[src/rtl/gpio_portb_pkg.sv]
package gpio_portb_pkg;

  // ****************************************
  // Port shape
  // ****************************************
  // Slot 9 of the upper port has no pin behind it; ten live pins here plus
  // thirty-two on the lower port make forty-two in all
  localparam int unsigned PIN_SLOTS = 11;
  localparam int unsigned ABSENT_SLOT = 9;
  localparam int unsigned GROUP_SIZE = 8;
  localparam int unsigned GROUPS = 2;
  localparam int unsigned PERIOD_W = 8;
  localparam int unsigned CNT_W = 9;
  localparam int unsigned WIN_DEPTH = 6;
  localparam int unsigned WIN_SHORT = 3;

  // ****************************************
  // Register offsets (16-bit word index) and implemented bits
  // ****************************************
  localparam logic [15:0] PORT_CONTROL_OFS = 16'h0010;
  localparam logic [15:0] QUALIFY_SEL_OFS = 16'h0012;
  localparam logic [15:0] FUNC_SEL_OFS = 16'h0016;
  localparam logic [15:0] DIRECTION_OFS = 16'h001a;
  localparam logic [15:0] PORT_DATA_OFS = 16'h0048;
  localparam logic [31:0] PORT_CONTROL_MASK = 32'h0000ffff;
  // Fields of pins 32-40 and 42; bits 19:18 have no pin behind them
  localparam logic [31:0] FIELD_MASK = 32'h0033ffff;
  localparam logic [31:0] PIN_MASK = 32'h000005ff;
  localparam logic [31:0] REG_RESET = 32'h00000000;

  // ****************************************
  // Codes
  // ****************************************
  localparam logic [1:0] FUNC_GPIO = 2'h0;
  localparam logic [1:0] FUNC_SEL1 = 2'h1;
  localparam logic [1:0] FUNC_SEL2 = 2'h2;
  localparam logic [1:0] FUNC_SEL3 = 2'h3;
  localparam logic [1:0] QUAL_SYNC = 2'h0;
  localparam logic [1:0] QUAL_WIN3 = 2'h1;
  localparam logic [1:0] QUAL_WIN6 = 2'h2;
  localparam logic [1:0] QUAL_ASYNC = 2'h3;

  // Idle levels of peripheral inputs with no pin selected
  localparam logic IDLE_I2C = 1'b1;
  localparam logic IDLE_UART = 1'b1;
  localparam logic IDLE_LOW = 1'b0;

  // ****************************************
  // Carriers
  // ****************************************
  typedef struct packed {
    logic [15:0] addr;
    logic rd;
    logic wr;
    logic acc32;
    logic [31:0] wdata;
  } reg_req_type;

  // Peripheral drive toward the pins
  typedef struct packed {
    logic i2c_data_line;
    logic i2c_clock_line;
    logic pwm_sync_output;
    logic encoder_strobe;
    logic encoder_strobe_oe;
    logic encoder_index;
    logic encoder_index_oe;
    logic pfc_comparator_trip_out;
    logic motor_comparator_trip_out;
    logic uart3_transmit;
    logic pwm7_out_a;
    logic pwm7_out_b;
  } periph_out_type;

  // Pin-derived inputs delivered to the peripherals
  typedef struct packed {
    logic i2c_data_line;
    logic i2c_clock_line;
    logic pwm_sync_input;
    logic encoder_strobe;
    logic encoder_index;
    logic uart3_receive;
  } periph_in_type;

  // Same inputs as offered by the lower port, each with its select flag
  typedef struct packed {
    periph_in_type sel;
    periph_in_type val;
  } porta_offer_type;

endpackage

[src/rtl/gpio_portb_mux_input_qualifier.sv]
`timescale 1ns/1ps
`default_nettype none

module gpio_portb_mux_input_qualifier #(
  parameter int unsigned PINS = gpio_portb_pkg::PIN_SLOTS
) (
  input wire logic i_sys_clk,
  input wire logic i_rst,
  input wire gpio_portb_pkg::reg_req_type i_reg_req,
  output gpio_portb_pkg::periph_in_type o_periph_in,
  output logic [31:0] o_rd_data,
  output logic [PINS-1:0] o_pin_out,
  output logic [PINS-1:0] o_pin_oe,
  input wire logic [PINS-1:0] i_pin_in,
  input wire gpio_portb_pkg::periph_out_type i_periph_out,
  input wire gpio_portb_pkg::porta_offer_type i_porta_offer
);

  typedef struct packed {
    logic [31:0] port_control_reg;
    logic [31:0] input_qualify_select;
    logic [31:0] port_b_function_select;
    logic [31:0] direction;
    logic [31:0] port_data_reg;
    logic [gpio_portb_pkg::GROUPS-1:0][gpio_portb_pkg::CNT_W-1:0] count;
    logic [gpio_portb_pkg::GROUPS-1:0] sample_en;
    logic [31:0] rd_data;
    logic [PINS-1:0] pin_out;
    logic [PINS-1:0] pin_oe;
    gpio_portb_pkg::periph_in_type periph_in;
  } top_state_type;

  top_state_type state_ff;
  top_state_type nxt_state;
  logic [PINS-1:0] qualified;
  logic [PINS-1:0] drv_out;
  logic [PINS-1:0] drv_oe;
  gpio_portb_pkg::periph_in_type from_b;
  gpio_portb_pkg::periph_in_type sel_b;

  // ****************************************
  // Register access helpers
  // ****************************************
  // Hit on the 32-bit pair whichever half the 16-bit address names
  function automatic logic hits(input logic [15:0] addr, input logic [15:0] ofs);
    hits = (addr[15:1] == ofs[15:1]);
  endfunction

  // Merge a write of either width into one register image
  function automatic logic [31:0] merge(input logic [31:0] old,
      input gpio_portb_pkg::reg_req_type req, input logic [31:0] mask);
    logic [31:0] img;
    img = old;
    if (req.acc32) begin
      img = req.wdata;
    end else if (req.addr[0]) begin
      img[31:16] = req.wdata[15:0];
    end else begin
      img[15:0] = req.wdata[15:0];
    end
    merge = img & mask;
  endfunction

  function automatic logic [31:0] pick(input logic [31:0] img,
      input gpio_portb_pkg::reg_req_type req);
    logic [31:0] val;
    val = img;
    if (!req.acc32) begin
      val = req.addr[0] ? {16'h0000, img[31:16]} : {16'h0000, img[15:0]};
    end
    pick = val;
  endfunction

  // ****************************************
  // Per-pin qualifiers
  // ****************************************
  // Each pin takes its group's strobe: pins 32-39 group 0, 40-42 group 1
  for (genvar p = 0; p < PINS; p++) begin : g_pin
    input_qualifier u_qual (
      .i_sys_clk(i_sys_clk),
      .i_rst(i_rst),
      .i_pin(i_pin_in[p]),
      .i_mode(state_ff.input_qualify_select[2*p +: 2]),
      .i_sample_en(state_ff.sample_en[p / gpio_portb_pkg::GROUP_SIZE]),
      .o_value(qualified[p])
    );
  end

  // ****************************************
  // Pin drive per function code
  // ****************************************
  // Reserved codes release the pin; the absent slot is never driven
  always_comb begin
    logic [1:0] fs;
    fs = gpio_portb_pkg::FUNC_GPIO;
    drv_out = '0;
    drv_oe = '0;
    for (int p = 0; p < PINS; p++) begin
      fs = state_ff.port_b_function_select[2*p +: 2];
      if (fs == gpio_portb_pkg::FUNC_GPIO && p != gpio_portb_pkg::ABSENT_SLOT) begin
        drv_out[p] = state_ff.port_data_reg[p];
        drv_oe[p] = state_ff.direction[p];
      end
    end
    unique case (state_ff.port_b_function_select[1:0])
      gpio_portb_pkg::FUNC_SEL1: drv_oe[0] = ~i_periph_out.i2c_data_line;
      gpio_portb_pkg::FUNC_SEL3: begin
        drv_out[0] = i_periph_out.encoder_strobe;
        drv_oe[0] = i_periph_out.encoder_strobe_oe;
      end
      default: ;
    endcase
    unique case (state_ff.port_b_function_select[3:2])
      gpio_portb_pkg::FUNC_SEL1: drv_oe[1] = ~i_periph_out.i2c_clock_line;
      gpio_portb_pkg::FUNC_SEL2: begin
        drv_out[1] = i_periph_out.pwm_sync_output;
        drv_oe[1] = 1'b1;
      end
      gpio_portb_pkg::FUNC_SEL3: begin
        drv_out[1] = i_periph_out.encoder_index;
        drv_oe[1] = i_periph_out.encoder_index_oe;
      end
      default: ;
    endcase
    if (state_ff.port_b_function_select[5:4] == gpio_portb_pkg::FUNC_SEL3) begin
      drv_out[2] = i_periph_out.pfc_comparator_trip_out;
      drv_oe[2] = 1'b1;
    end
    // Slots 3-6 keep only the GPIO drive set above
    if (state_ff.port_b_function_select[15:14] == gpio_portb_pkg::FUNC_SEL3) begin
      drv_out[7] = i_periph_out.pfc_comparator_trip_out;
      drv_oe[7] = 1'b1;
    end
    if (state_ff.port_b_function_select[17:16] == gpio_portb_pkg::FUNC_SEL1) begin
      drv_out[8] = i_periph_out.pwm7_out_a;
      drv_oe[8] = 1'b1;
    end
    unique case (state_ff.port_b_function_select[21:20])
      gpio_portb_pkg::FUNC_SEL1: begin
        drv_out[10] = i_periph_out.pwm7_out_b;
        drv_oe[10] = 1'b1;
      end
      gpio_portb_pkg::FUNC_SEL2: begin
        drv_out[10] = i_periph_out.uart3_transmit;
        drv_oe[10] = 1'b1;
      end
      gpio_portb_pkg::FUNC_SEL3: begin
        drv_out[10] = i_periph_out.motor_comparator_trip_out;
        drv_oe[10] = 1'b1;
      end
      default: ;
    endcase
  end

  // ****************************************
  // Peripheral input routing
  // ****************************************
  // Candidates offered by this port
  always_comb begin
    sel_b.i2c_data_line = state_ff.port_b_function_select[1:0] == gpio_portb_pkg::FUNC_SEL1;
    sel_b.i2c_clock_line = state_ff.port_b_function_select[3:2] == gpio_portb_pkg::FUNC_SEL1;
    sel_b.pwm_sync_input = state_ff.port_b_function_select[1:0] == gpio_portb_pkg::FUNC_SEL2;
    sel_b.encoder_strobe = state_ff.port_b_function_select[1:0] == gpio_portb_pkg::FUNC_SEL3;
    sel_b.encoder_index = state_ff.port_b_function_select[3:2] == gpio_portb_pkg::FUNC_SEL3;
    sel_b.uart3_receive = state_ff.port_b_function_select[15:14] == gpio_portb_pkg::FUNC_SEL2;
    from_b.i2c_data_line = qualified[0];
    from_b.i2c_clock_line = qualified[1];
    from_b.pwm_sync_input = qualified[0];
    from_b.encoder_strobe = qualified[0];
    from_b.encoder_index = qualified[1];
    from_b.uart3_receive = qualified[7];
  end

  // Lower port wins when both ports select the same input; neither gives idle
  function automatic logic route(input logic sel_a, input logic val_a,
      input logic sel_b, input logic val_b, input logic idle);
    route = sel_a ? val_a : (sel_b ? val_b : idle);
  endfunction

  // ****************************************
  // Next state
  // ****************************************
  always_comb begin
    logic [gpio_portb_pkg::CNT_W-1:0] last;
    logic [gpio_portb_pkg::PERIOD_W-1:0] period;
    last = '0;
    period = '0;
    nxt_state = state_ff;

    // Sample strobe per group of eight: period 0 samples every clock,
    // otherwise once every 2 x period clocks
    for (int g = 0; g < gpio_portb_pkg::GROUPS; g++) begin
      period = state_ff.port_control_reg[g*gpio_portb_pkg::PERIOD_W +: gpio_portb_pkg::PERIOD_W];
      last = (period == '0) ? '0 : gpio_portb_pkg::CNT_W'({period, 1'b0} - 9'h001);
      if (state_ff.count[g] >= last) begin
        nxt_state.count[g] = '0;
        nxt_state.sample_en[g] = 1'b1;
      end else begin
        nxt_state.count[g] = state_ff.count[g] + 9'h001;
        nxt_state.sample_en[g] = 1'b0;
      end
    end

    // Register writes, masked to implemented fields
    if (i_reg_req.wr) begin
      if (hits(i_reg_req.addr, gpio_portb_pkg::PORT_CONTROL_OFS)) begin
        nxt_state.port_control_reg = merge(state_ff.port_control_reg, i_reg_req,
            gpio_portb_pkg::PORT_CONTROL_MASK);
      end
      if (hits(i_reg_req.addr, gpio_portb_pkg::QUALIFY_SEL_OFS)) begin
        nxt_state.input_qualify_select = merge(state_ff.input_qualify_select, i_reg_req,
            gpio_portb_pkg::FIELD_MASK);
      end
      if (hits(i_reg_req.addr, gpio_portb_pkg::FUNC_SEL_OFS)) begin
        nxt_state.port_b_function_select = merge(state_ff.port_b_function_select, i_reg_req,
            gpio_portb_pkg::FIELD_MASK);
      end
      if (hits(i_reg_req.addr, gpio_portb_pkg::DIRECTION_OFS)) begin
        nxt_state.direction = merge(state_ff.direction, i_reg_req, gpio_portb_pkg::PIN_MASK);
      end
      if (hits(i_reg_req.addr, gpio_portb_pkg::PORT_DATA_OFS)) begin
        nxt_state.port_data_reg = merge(state_ff.port_data_reg, i_reg_req,
            gpio_portb_pkg::PIN_MASK);
      end
    end

    // Reads answer one clock later; unmapped addresses read zero
    nxt_state.rd_data = '0;
    if (i_reg_req.rd) begin
      if (hits(i_reg_req.addr, gpio_portb_pkg::PORT_CONTROL_OFS)) begin
        nxt_state.rd_data = pick(state_ff.port_control_reg, i_reg_req);
      end else if (hits(i_reg_req.addr, gpio_portb_pkg::QUALIFY_SEL_OFS)) begin
        nxt_state.rd_data = pick(state_ff.input_qualify_select, i_reg_req);
      end else if (hits(i_reg_req.addr, gpio_portb_pkg::FUNC_SEL_OFS)) begin
        nxt_state.rd_data = pick(state_ff.port_b_function_select, i_reg_req);
      end else if (hits(i_reg_req.addr, gpio_portb_pkg::DIRECTION_OFS)) begin
        nxt_state.rd_data = pick(state_ff.direction, i_reg_req);
      end else if (hits(i_reg_req.addr, gpio_portb_pkg::PORT_DATA_OFS)) begin
        // Same address as the latch, but software sees the pins
        nxt_state.rd_data = pick(32'(qualified) & gpio_portb_pkg::PIN_MASK,
            i_reg_req);
      end
    end

    // Outputs leave through flops, costing one clock of latency
    nxt_state.pin_out = drv_out;
    nxt_state.pin_oe = drv_oe;
    nxt_state.periph_in.i2c_data_line = route(i_porta_offer.sel.i2c_data_line,
        i_porta_offer.val.i2c_data_line, sel_b.i2c_data_line, from_b.i2c_data_line,
        gpio_portb_pkg::IDLE_I2C);
    nxt_state.periph_in.i2c_clock_line = route(i_porta_offer.sel.i2c_clock_line,
        i_porta_offer.val.i2c_clock_line, sel_b.i2c_clock_line, from_b.i2c_clock_line,
        gpio_portb_pkg::IDLE_I2C);
    nxt_state.periph_in.pwm_sync_input = route(i_porta_offer.sel.pwm_sync_input,
        i_porta_offer.val.pwm_sync_input, sel_b.pwm_sync_input, from_b.pwm_sync_input,
        gpio_portb_pkg::IDLE_LOW);
    nxt_state.periph_in.encoder_strobe = route(i_porta_offer.sel.encoder_strobe,
        i_porta_offer.val.encoder_strobe, sel_b.encoder_strobe, from_b.encoder_strobe,
        gpio_portb_pkg::IDLE_LOW);
    nxt_state.periph_in.encoder_index = route(i_porta_offer.sel.encoder_index,
        i_porta_offer.val.encoder_index, sel_b.encoder_index, from_b.encoder_index,
        gpio_portb_pkg::IDLE_LOW);
    nxt_state.periph_in.uart3_receive = route(i_porta_offer.sel.uart3_receive,
        i_porta_offer.val.uart3_receive, sel_b.uart3_receive, from_b.uart3_receive,
        gpio_portb_pkg::IDLE_UART);
  end

  // ****************************************
  // State register
  // ****************************************
  // All selects clear on reset, so every pin starts as a synchronised GPIO input
  always_ff @(posedge i_sys_clk) begin
    if (i_rst) begin
      state_ff <= '0;
      state_ff.port_control_reg <= gpio_portb_pkg::REG_RESET;
      state_ff.periph_in.i2c_data_line <= gpio_portb_pkg::IDLE_I2C;
      state_ff.periph_in.i2c_clock_line <= gpio_portb_pkg::IDLE_I2C;
      state_ff.periph_in.uart3_receive <= gpio_portb_pkg::IDLE_UART;
    end else begin
      state_ff <= nxt_state;
    end
  end

  assign o_periph_in = state_ff.periph_in;
  assign o_rd_data = state_ff.rd_data;
  assign o_pin_out = state_ff.pin_out;
  assign o_pin_oe = state_ff.pin_oe;

endmodule

`default_nettype wire

[src/rtl/input_qualifier.sv]
`timescale 1ns/1ps
`default_nettype none

module input_qualifier (
  input wire logic i_sys_clk,
  input wire logic i_rst,
  input wire logic i_pin,
  input wire logic [1:0] i_mode,
  input wire logic i_sample_en,
  output logic o_value
);

  typedef struct packed {
    logic sync_a;
    logic sync_b;
    logic [gpio_portb_pkg::WIN_DEPTH-1:0] window;
    logic qual;
  } qual_state_type;

  qual_state_type state_ff;
  qual_state_type nxt_state;
  logic [gpio_portb_pkg::WIN_DEPTH-1:0] shifted;
  logic [gpio_portb_pkg::WIN_SHORT-1:0] short_win;

  // ****************************************
  // Next state
  // ****************************************
  always_comb begin
    nxt_state = state_ff;
    nxt_state.sync_a = i_pin;
    nxt_state.sync_b = state_ff.sync_a;
    shifted = {state_ff.window[gpio_portb_pkg::WIN_DEPTH-2:0], state_ff.sync_b};
    short_win = shifted[gpio_portb_pkg::WIN_SHORT-1:0];
    // Window fills only on the group's sample strobe, after the synchroniser
    if (i_sample_en) begin
      nxt_state.window = shifted;
      if (i_mode == gpio_portb_pkg::QUAL_WIN3) begin
        if (&short_win) begin
          nxt_state.qual = 1'b1;
        end else if (~|short_win) begin
          nxt_state.qual = 1'b0;
        end
      end else if (i_mode == gpio_portb_pkg::QUAL_WIN6) begin
        if (&shifted) begin
          nxt_state.qual = 1'b1;
        end else if (~|shifted) begin
          nxt_state.qual = 1'b0;
        end
      end
    end
  end

  always_ff @(posedge i_sys_clk) begin
    if (i_rst) begin
      state_ff <= '0;
    end else begin
      state_ff <= nxt_state;
    end
  end

  // ****************************************
  // Mode select
  // ****************************************
  // Raw pass-through trusts the peripheral to synchronise on its own
  always_comb begin
    unique case (i_mode)
      gpio_portb_pkg::QUAL_SYNC: o_value = state_ff.sync_b;
      gpio_portb_pkg::QUAL_ASYNC: o_value = i_pin;
      default: o_value = state_ff.qual;
    endcase
  end

endmodule

`default_nettype wire

[config.mk]
export PLATFORM = sky130hd
export DESIGN_NAME = gpio_portb_mux_input_qualifier
export DESIGN_NICKNAME = d
export VERILOG_FILES = /design/src/rtl/gpio_portb_pkg.sv /design/src/rtl/gpio_portb_mux_input_qualifier.sv /design/src/rtl/input_qualifier.sv
export SDC_FILE = /design/constraint.sdc
export NUM_CORES = 1
export LEC_CHECK = 0
export ABC_AREA = 1
export BUFFER_PORTS_ARGS = -buffer_cell sky130_fd_sc_hd__buf_2
export CORE_MARGIN = 10
export CORE_UTILIZATION = 50
export DETAILED_ROUTE_END_ITERATION = 12
export PLACE_DENSITY_LB_ADDON = 0.25
export SYNTH_ARGS = -nofsm -noshare
export SYNTH_HDL_FRONTEND = slang
export SYNTH_HIERARCHICAL = 1
export SYNTH_SLANG_ARGS = --single-unit
[constraint.sdc]
create_clock -name i_sys_clk -period 4.65 [get_ports i_sys_clk]
set_input_delay 0.465 -clock i_sys_clk [delete_from_list [all_inputs] [get_ports i_sys_clk]]
set_output_delay 0.465 -clock i_sys_clk [all_outputs]
set_load 0.03 [all_outputs]
* Word level (Yosys, flattened, before mapping)
Index checks and enable logic that the tools add are counted.
** Storage, ports and cells
- Bits of input ports :: 88
- Memories :: 0
- Logic and storage cells :: 380
- Bits in read-only memories :: 0
- RAM bits :: 0
- Register bits after elaboration :: 236
- Latch bits :: 0
** Operators by class
- Shifts and indexed selects :: 0
- Reduce and logical (&&, ||, !) cells :: 98
- Divide/modulo/power cells :: 0
- $add $sub $neg :: 4
- Muxes and demuxes :: 131
- Bitwise operators :: 7
- Magnitude comparators :: 2
- Multiply operators :: 0
- Equality and inequality tests :: 69
** Operators with widths (count)
- $mux W32 :: 4
- $mux W16 :: 6
- $mux W1 :: 94
- $mux W11 :: 7
- $mux W22 :: 3
- $eq A15 B4 Y1 const B :: 4
- $reduce_and A6 Y1 :: 10
- $reduce_or A6 Y1 :: 10
- $eq A2 B2 Y1 const B :: 29
- $reduce_and A3 Y1 :: 17
- $logic_not A2 Y1 :: 20
- $reduce_and A4 Y1 :: 10
- $reduce_or A3 Y1 :: 11
- $ne A3 B1 Y1 const B :: 10
- $ne A3 B3 Y1 const B :: 10
- $eq A2 B1 Y1 const B :: 14
- $pmux W1 S2 :: 12
- $reduce_bool A2 Y1 :: 11
- $add A9 B1 Y9 const B :: 2
- $ge A9 B9 Y1 :: 2
- $mux W9 :: 2
- $sub A9 B1 Y9 const B :: 2
- $logic_not A8 Y1 :: 2
- $eq A15 B6 Y1 const B :: 1
- 5 further kinds :: 18

* Logic depth before layout (Yosys ltp)
- Word-level depth :: 9
- Mapped depth :: 13
- Mapped depth without buffers :: 13

* Cells and area by module
Netlist, hierarchy kept.
** Modules (own cells, without submodules)
- gpio_portb_mux_input_qualifier :: seq. area each 2842.7 um2, area an instance 7409.6 um2, cells each 1004, times used 1
- input_qualifier :: seq. area each 160.2 um2, area an instance 411.6 um2, cells each 55, times used 10

* Worst setup path after synthesis
No wires, ideal clock.
- Path kind :: register to register
- Start :: reg state_ff[216] (netlist name)
- End :: reg state_ff[61] (netlist name)
- Library setup time :: 0.112 ns
- Period minus slack after synthesis :: 2.129 ns
- Path slack :: 2.521 ns
- Data required time :: 4.538 ns
- Data arrival time :: 2.017 ns
- Stages on the path, launching flop included :: 12
- Cells stage by stage :: dfxtp_1 > nor3_1 > nand2_1 > nor3_1 > xor2_1 > nand2_1 > ha_1 > a21oi_1 > o21a_1 > nand4_1 > nand2_1 > inv_1
** Between the ends
- Cells in the longest elaborated chain, start to end :: 4
** Ends and longest elaborated chain
- start, declared :: RTL line gpio_portb_mux_input_qualifier.sv:33 : top_state_type state_ff;
- start signal, assigned :: RTL line gpio_portb_mux_input_qualifier.sv:280 : state_ff <= nxt_state;
- $sub A9 B1 Y9 or $logic_not A8 Y1 (tied branches) :: RTL line gpio_portb_mux_input_qualifier.sv:194 : last = (period == '0) ? '0 : gpio_portb_pkg::CNT_W'({period, 1'b0} - 9'h001);
- $mux W9 (*) :: RTL line gpio_portb_mux_input_qualifier.sv:194
- $ge A9 B9 Y1 (*) :: RTL line gpio_portb_mux_input_qualifier.sv:195 : if (state_ff.count[g] >= last) begin
- $mux W1 (*) :: RTL line gpio_portb_mux_input_qualifier.sv:195
Every way passes the cells marked *; elsewhere a longest branch is shown, timed or not.
A chain may end at the register's enable or synchronous reset.

* Worst setup path after layout
Same ends and word-level chain as after synthesis.

==> flow_metrics.tcl <==
set metrics [dict create \
    via_count 9840 \
    rows 55 \
    arrival_ps 3060 \
    synth_top_area_cell "dfxtp_1" \
    via_per_inst 5.17 \
    cp-start-kind "register" \
    status "complete, no violations" \
    rr_startpoint "state_ff[216]" \
    ys_types 44 \
    synth_most_common_cell "dfxtp_1" \
    crit_path_end_kind "register" \
    multi_input_area_um2 5550 \
    tightestPinTransition_ps 1010 \
    critPathMaxFanout 10 \
    n_antenna_cell 0 \
    grt_pass1_wl_um 45800 \
    post-route-period-util 0.575 \
    top_layer_used "met4" \
    ios 148 \
    crit_top_cell "nand2_1" \
    grt_max_degree 90 \
    cp_slowest_stage_delay_ps 370 \
    synthCells 1554 \
    startpoint "state_ff[216]" \
    setup_tns_ps 0 \
    cts_buffers 26 \
    first_iter_violations 852 \
    postLayoutCellArea_um2 12700 \
    track_usage 0.190 \
    crit_required_ps 5040 \
    yosys-top-cells-area "dfxtp_1 (39%), nand2_1 (6.8%), inv_1 (6.3%)" \
    drive_above_1_share 0.169 \
    clk_latency_ps 530 \
    tritoncts "yes" \
    hp-class "input port to register" \
    rsz0062_at_grt "no" \
    r2r_slack_ps 1970 \
    reg2reg_depth 11 \
    crit_slowest_cell "nand4_1" \
    ant_nets 0 \
    met1_length_um 12800 \
    ys_async_sr_fraction 0 \
    clk_pin_slew_ps 60 \
    avgSynthCellArea_um2 7.42 \
    ctsHoldBuffers 0 \
    synthFlopType "dfxtp_1" \
    ys_seq_area_frac 0.386 \
    ys_warn_count 6 \
    start_util 0.509 \
    crit_chain "nor3_1 -> nand2_1 -> nor3_1 -> xor2_1 -> nand2_1 -> ha_1 -> a21oi_1 -> o21a_1 -> nand4_1 -> nand2_1 -> inv_1" \
    timing.rr.end "state_ff[61]" \
    drc 0 \
    netlist.area_leader.share 0.386 \
    seqCellArea_um2 4450 \
    endpoint "state_ff[61]" \
    syn_to_final_growth_pct 10.2 \
    antenna_found_initial 0 \
    cts_buffer_depth 3 \
    leakagePower_nw 5.63 \
    fmax_mhz 374 \
    cts.repair.resized 0 \
    cts_sinks 222 \
    firstDrtPassIters 5 \
    irDropWorstVdd_v 0.000267 \
    die_h_um 172 \
    setup_viol 0 \
    synth-edff-count 0 \
    cap_viol_max_count 0 \
    powerDensity_nw_per_um2 344 \
    ys_seq_elements 222 \
    post_cts.repair.setup_buffers 0 \
    dpl.hpwl_um 21100 \
    wl_met2_um 13300 \
    detail_route.wl_per_cell_um 15.1 \
    core_um2 22600 \
    final.setup_skew_ps 10.6 \
    fin_crit_ps 2680 \
    grt_pass1_vias 9064 \
    crit_type "register to register" \
    wirelength_um 28800 \
    cts_max_level 1 \
    port_buffers 120 \
    postPlaceCellArea_um2 11800 \
    hold_viol_final 0 \
    nets 1743 \
    synth_commonest_cells "dfxtp_1 (222), nand2_1 (210), inv_1 (193)" \
    dieArea_um2 29500 \
    root_buffer "clkbuf_16" \
    wl_met3_um 1900 \
    die_w_um 172 \
    report.final.slew_viol_count 0 \
    syn_area_um2 11500 \
    slew_headroom 0.329 \
    nFillCells 2133 \
    gp_congestion 0.974 \
    grt-ovfl-total 0 \
]
## cells by family (layout without fill, tap and decap cells)
family	Yosys count	after routing	synth area share
xor gates and xnor gates	17	17	0.0129
muxes	3	3	0.00261
AOI/OAI and AO/OA	318	318	0.163
buffers and inverters	336	389	0.137
DFF	222	222	0.386
adders and majority gates	54	54	0.0586
and+or+nand+nor	603	603	0.240
other	1	14	0.000325
## cells in the final DEF, fill, tap and decap left out, drive strengths merged, types with 10 or more instances in the layout
| master | count |
|---|---|
| nand2 | 236 |
| clkinv | 12 |
| dfxtp | 222 |
| ha | 54 |
| nand4 | 21 |
| nand3 | 96 |
| a22oi | 14 |
| a21oi | 139 |
| xor2 | 10 |
| nor3 | 36 |
| nor2 | 208 |
| o21ai | 98 |
| a211oi | 41 |
| clkbuf | 31 |
| inv | 217 |
| conb | 14 |
| buf | 123 |
## where the power goes
| group | switching (W) | total (W) | internal, W |
|---|---|---|---|
| clock network | 0.000808 | 0.00214 | 0.00134 |
| logic | 0.000173 | 0.000254 | 0.0000816 |
| registers | 0.0000315 | 0.00197 | 0.00194 |
| total | 0.00101 | 0.00437 | 0.00336 |
## layer usage
| layer | vias up | global-route usage |
|---|---|---|
| met5 | - | 0 |
| met4 | 0 | 0.0585 |
| met3 | 46 | 0.0259 |
| met2 | 280 | 0.313 |
| met1 | 4448 | 0.251 |
| li1 | 5066 | - |
## worst min path at each step
stage	from	to	slack, ps	cells past startpoint
floorplan	g_pin[0].u_qual/nxt_state[7]	g_pin[0].u_qual/shifted[0]	390	2
global placement	g_pin[3].u_qual/nxt_state[7]	g_pin[3].u_qual/shifted[0]	390	2
detailed placement	g_pin[10].u_qual/nxt_state[7]	g_pin[10].u_qual/shifted[0]	390	2
CTS	i_porta_offer[0]	o_periph_in[0]	140	3
global route	i_porta_offer[5]	o_periph_in[5]	150	3
finish	i_porta_offer[0]	o_periph_in[0]	160	3
## sequential cells by signal, indices dropped and copies added, names as in the netlist
register,cells
state_ff,96
g_pin.u_qual/shifted,60
o_rd_data,20
g_pin.u_qual/nxt_state,10
g_pin.u_qual/state_ff,10
o_pin_oe,10
o_pin_out,10
o_periph_in,6
## final cells by class
cell class,instances,area share
Multi-Input combinational cell,1009,0.437
Sequential cell,222,0.350
Inverter,219,0.0648
Clock buffer,31,0.0544
Timing Repair Buffer,123,0.0492
Tap cell,285,0.0281
Clock inverter,16,0.0169
## through the flow
stage	power [W]	util	instances	worst slack, ps	hold slack, ps
5_1_grt	0.00452	0.561	1905	1730	149
6_report	0.00437	0.561	1905	1970	155
3_3_place_gp	0.00226	0.521	1858	1810	389
3_5_place_dp	0.00226	0.521	1858	1740	395
4_1_cts	0.00441	0.561	1905	1960	139
2_1_floorplan	0.00219	-	1567	2520	388
## worst max-delay path: cells and delay by family, from the launching register on
family / cells / cell delay [ps]
flip-flops: 1 / 350
buffers and inverters: 1 / 120
AO/OA/AOI/OAI: 2 / 300
AND/OR/NAND/NOR: 6 / 1310
XOR/XNOR: 1 / 160
adder cells (fa/ha/maj): 1 / 310
Power figures use the tool's default switching activity.
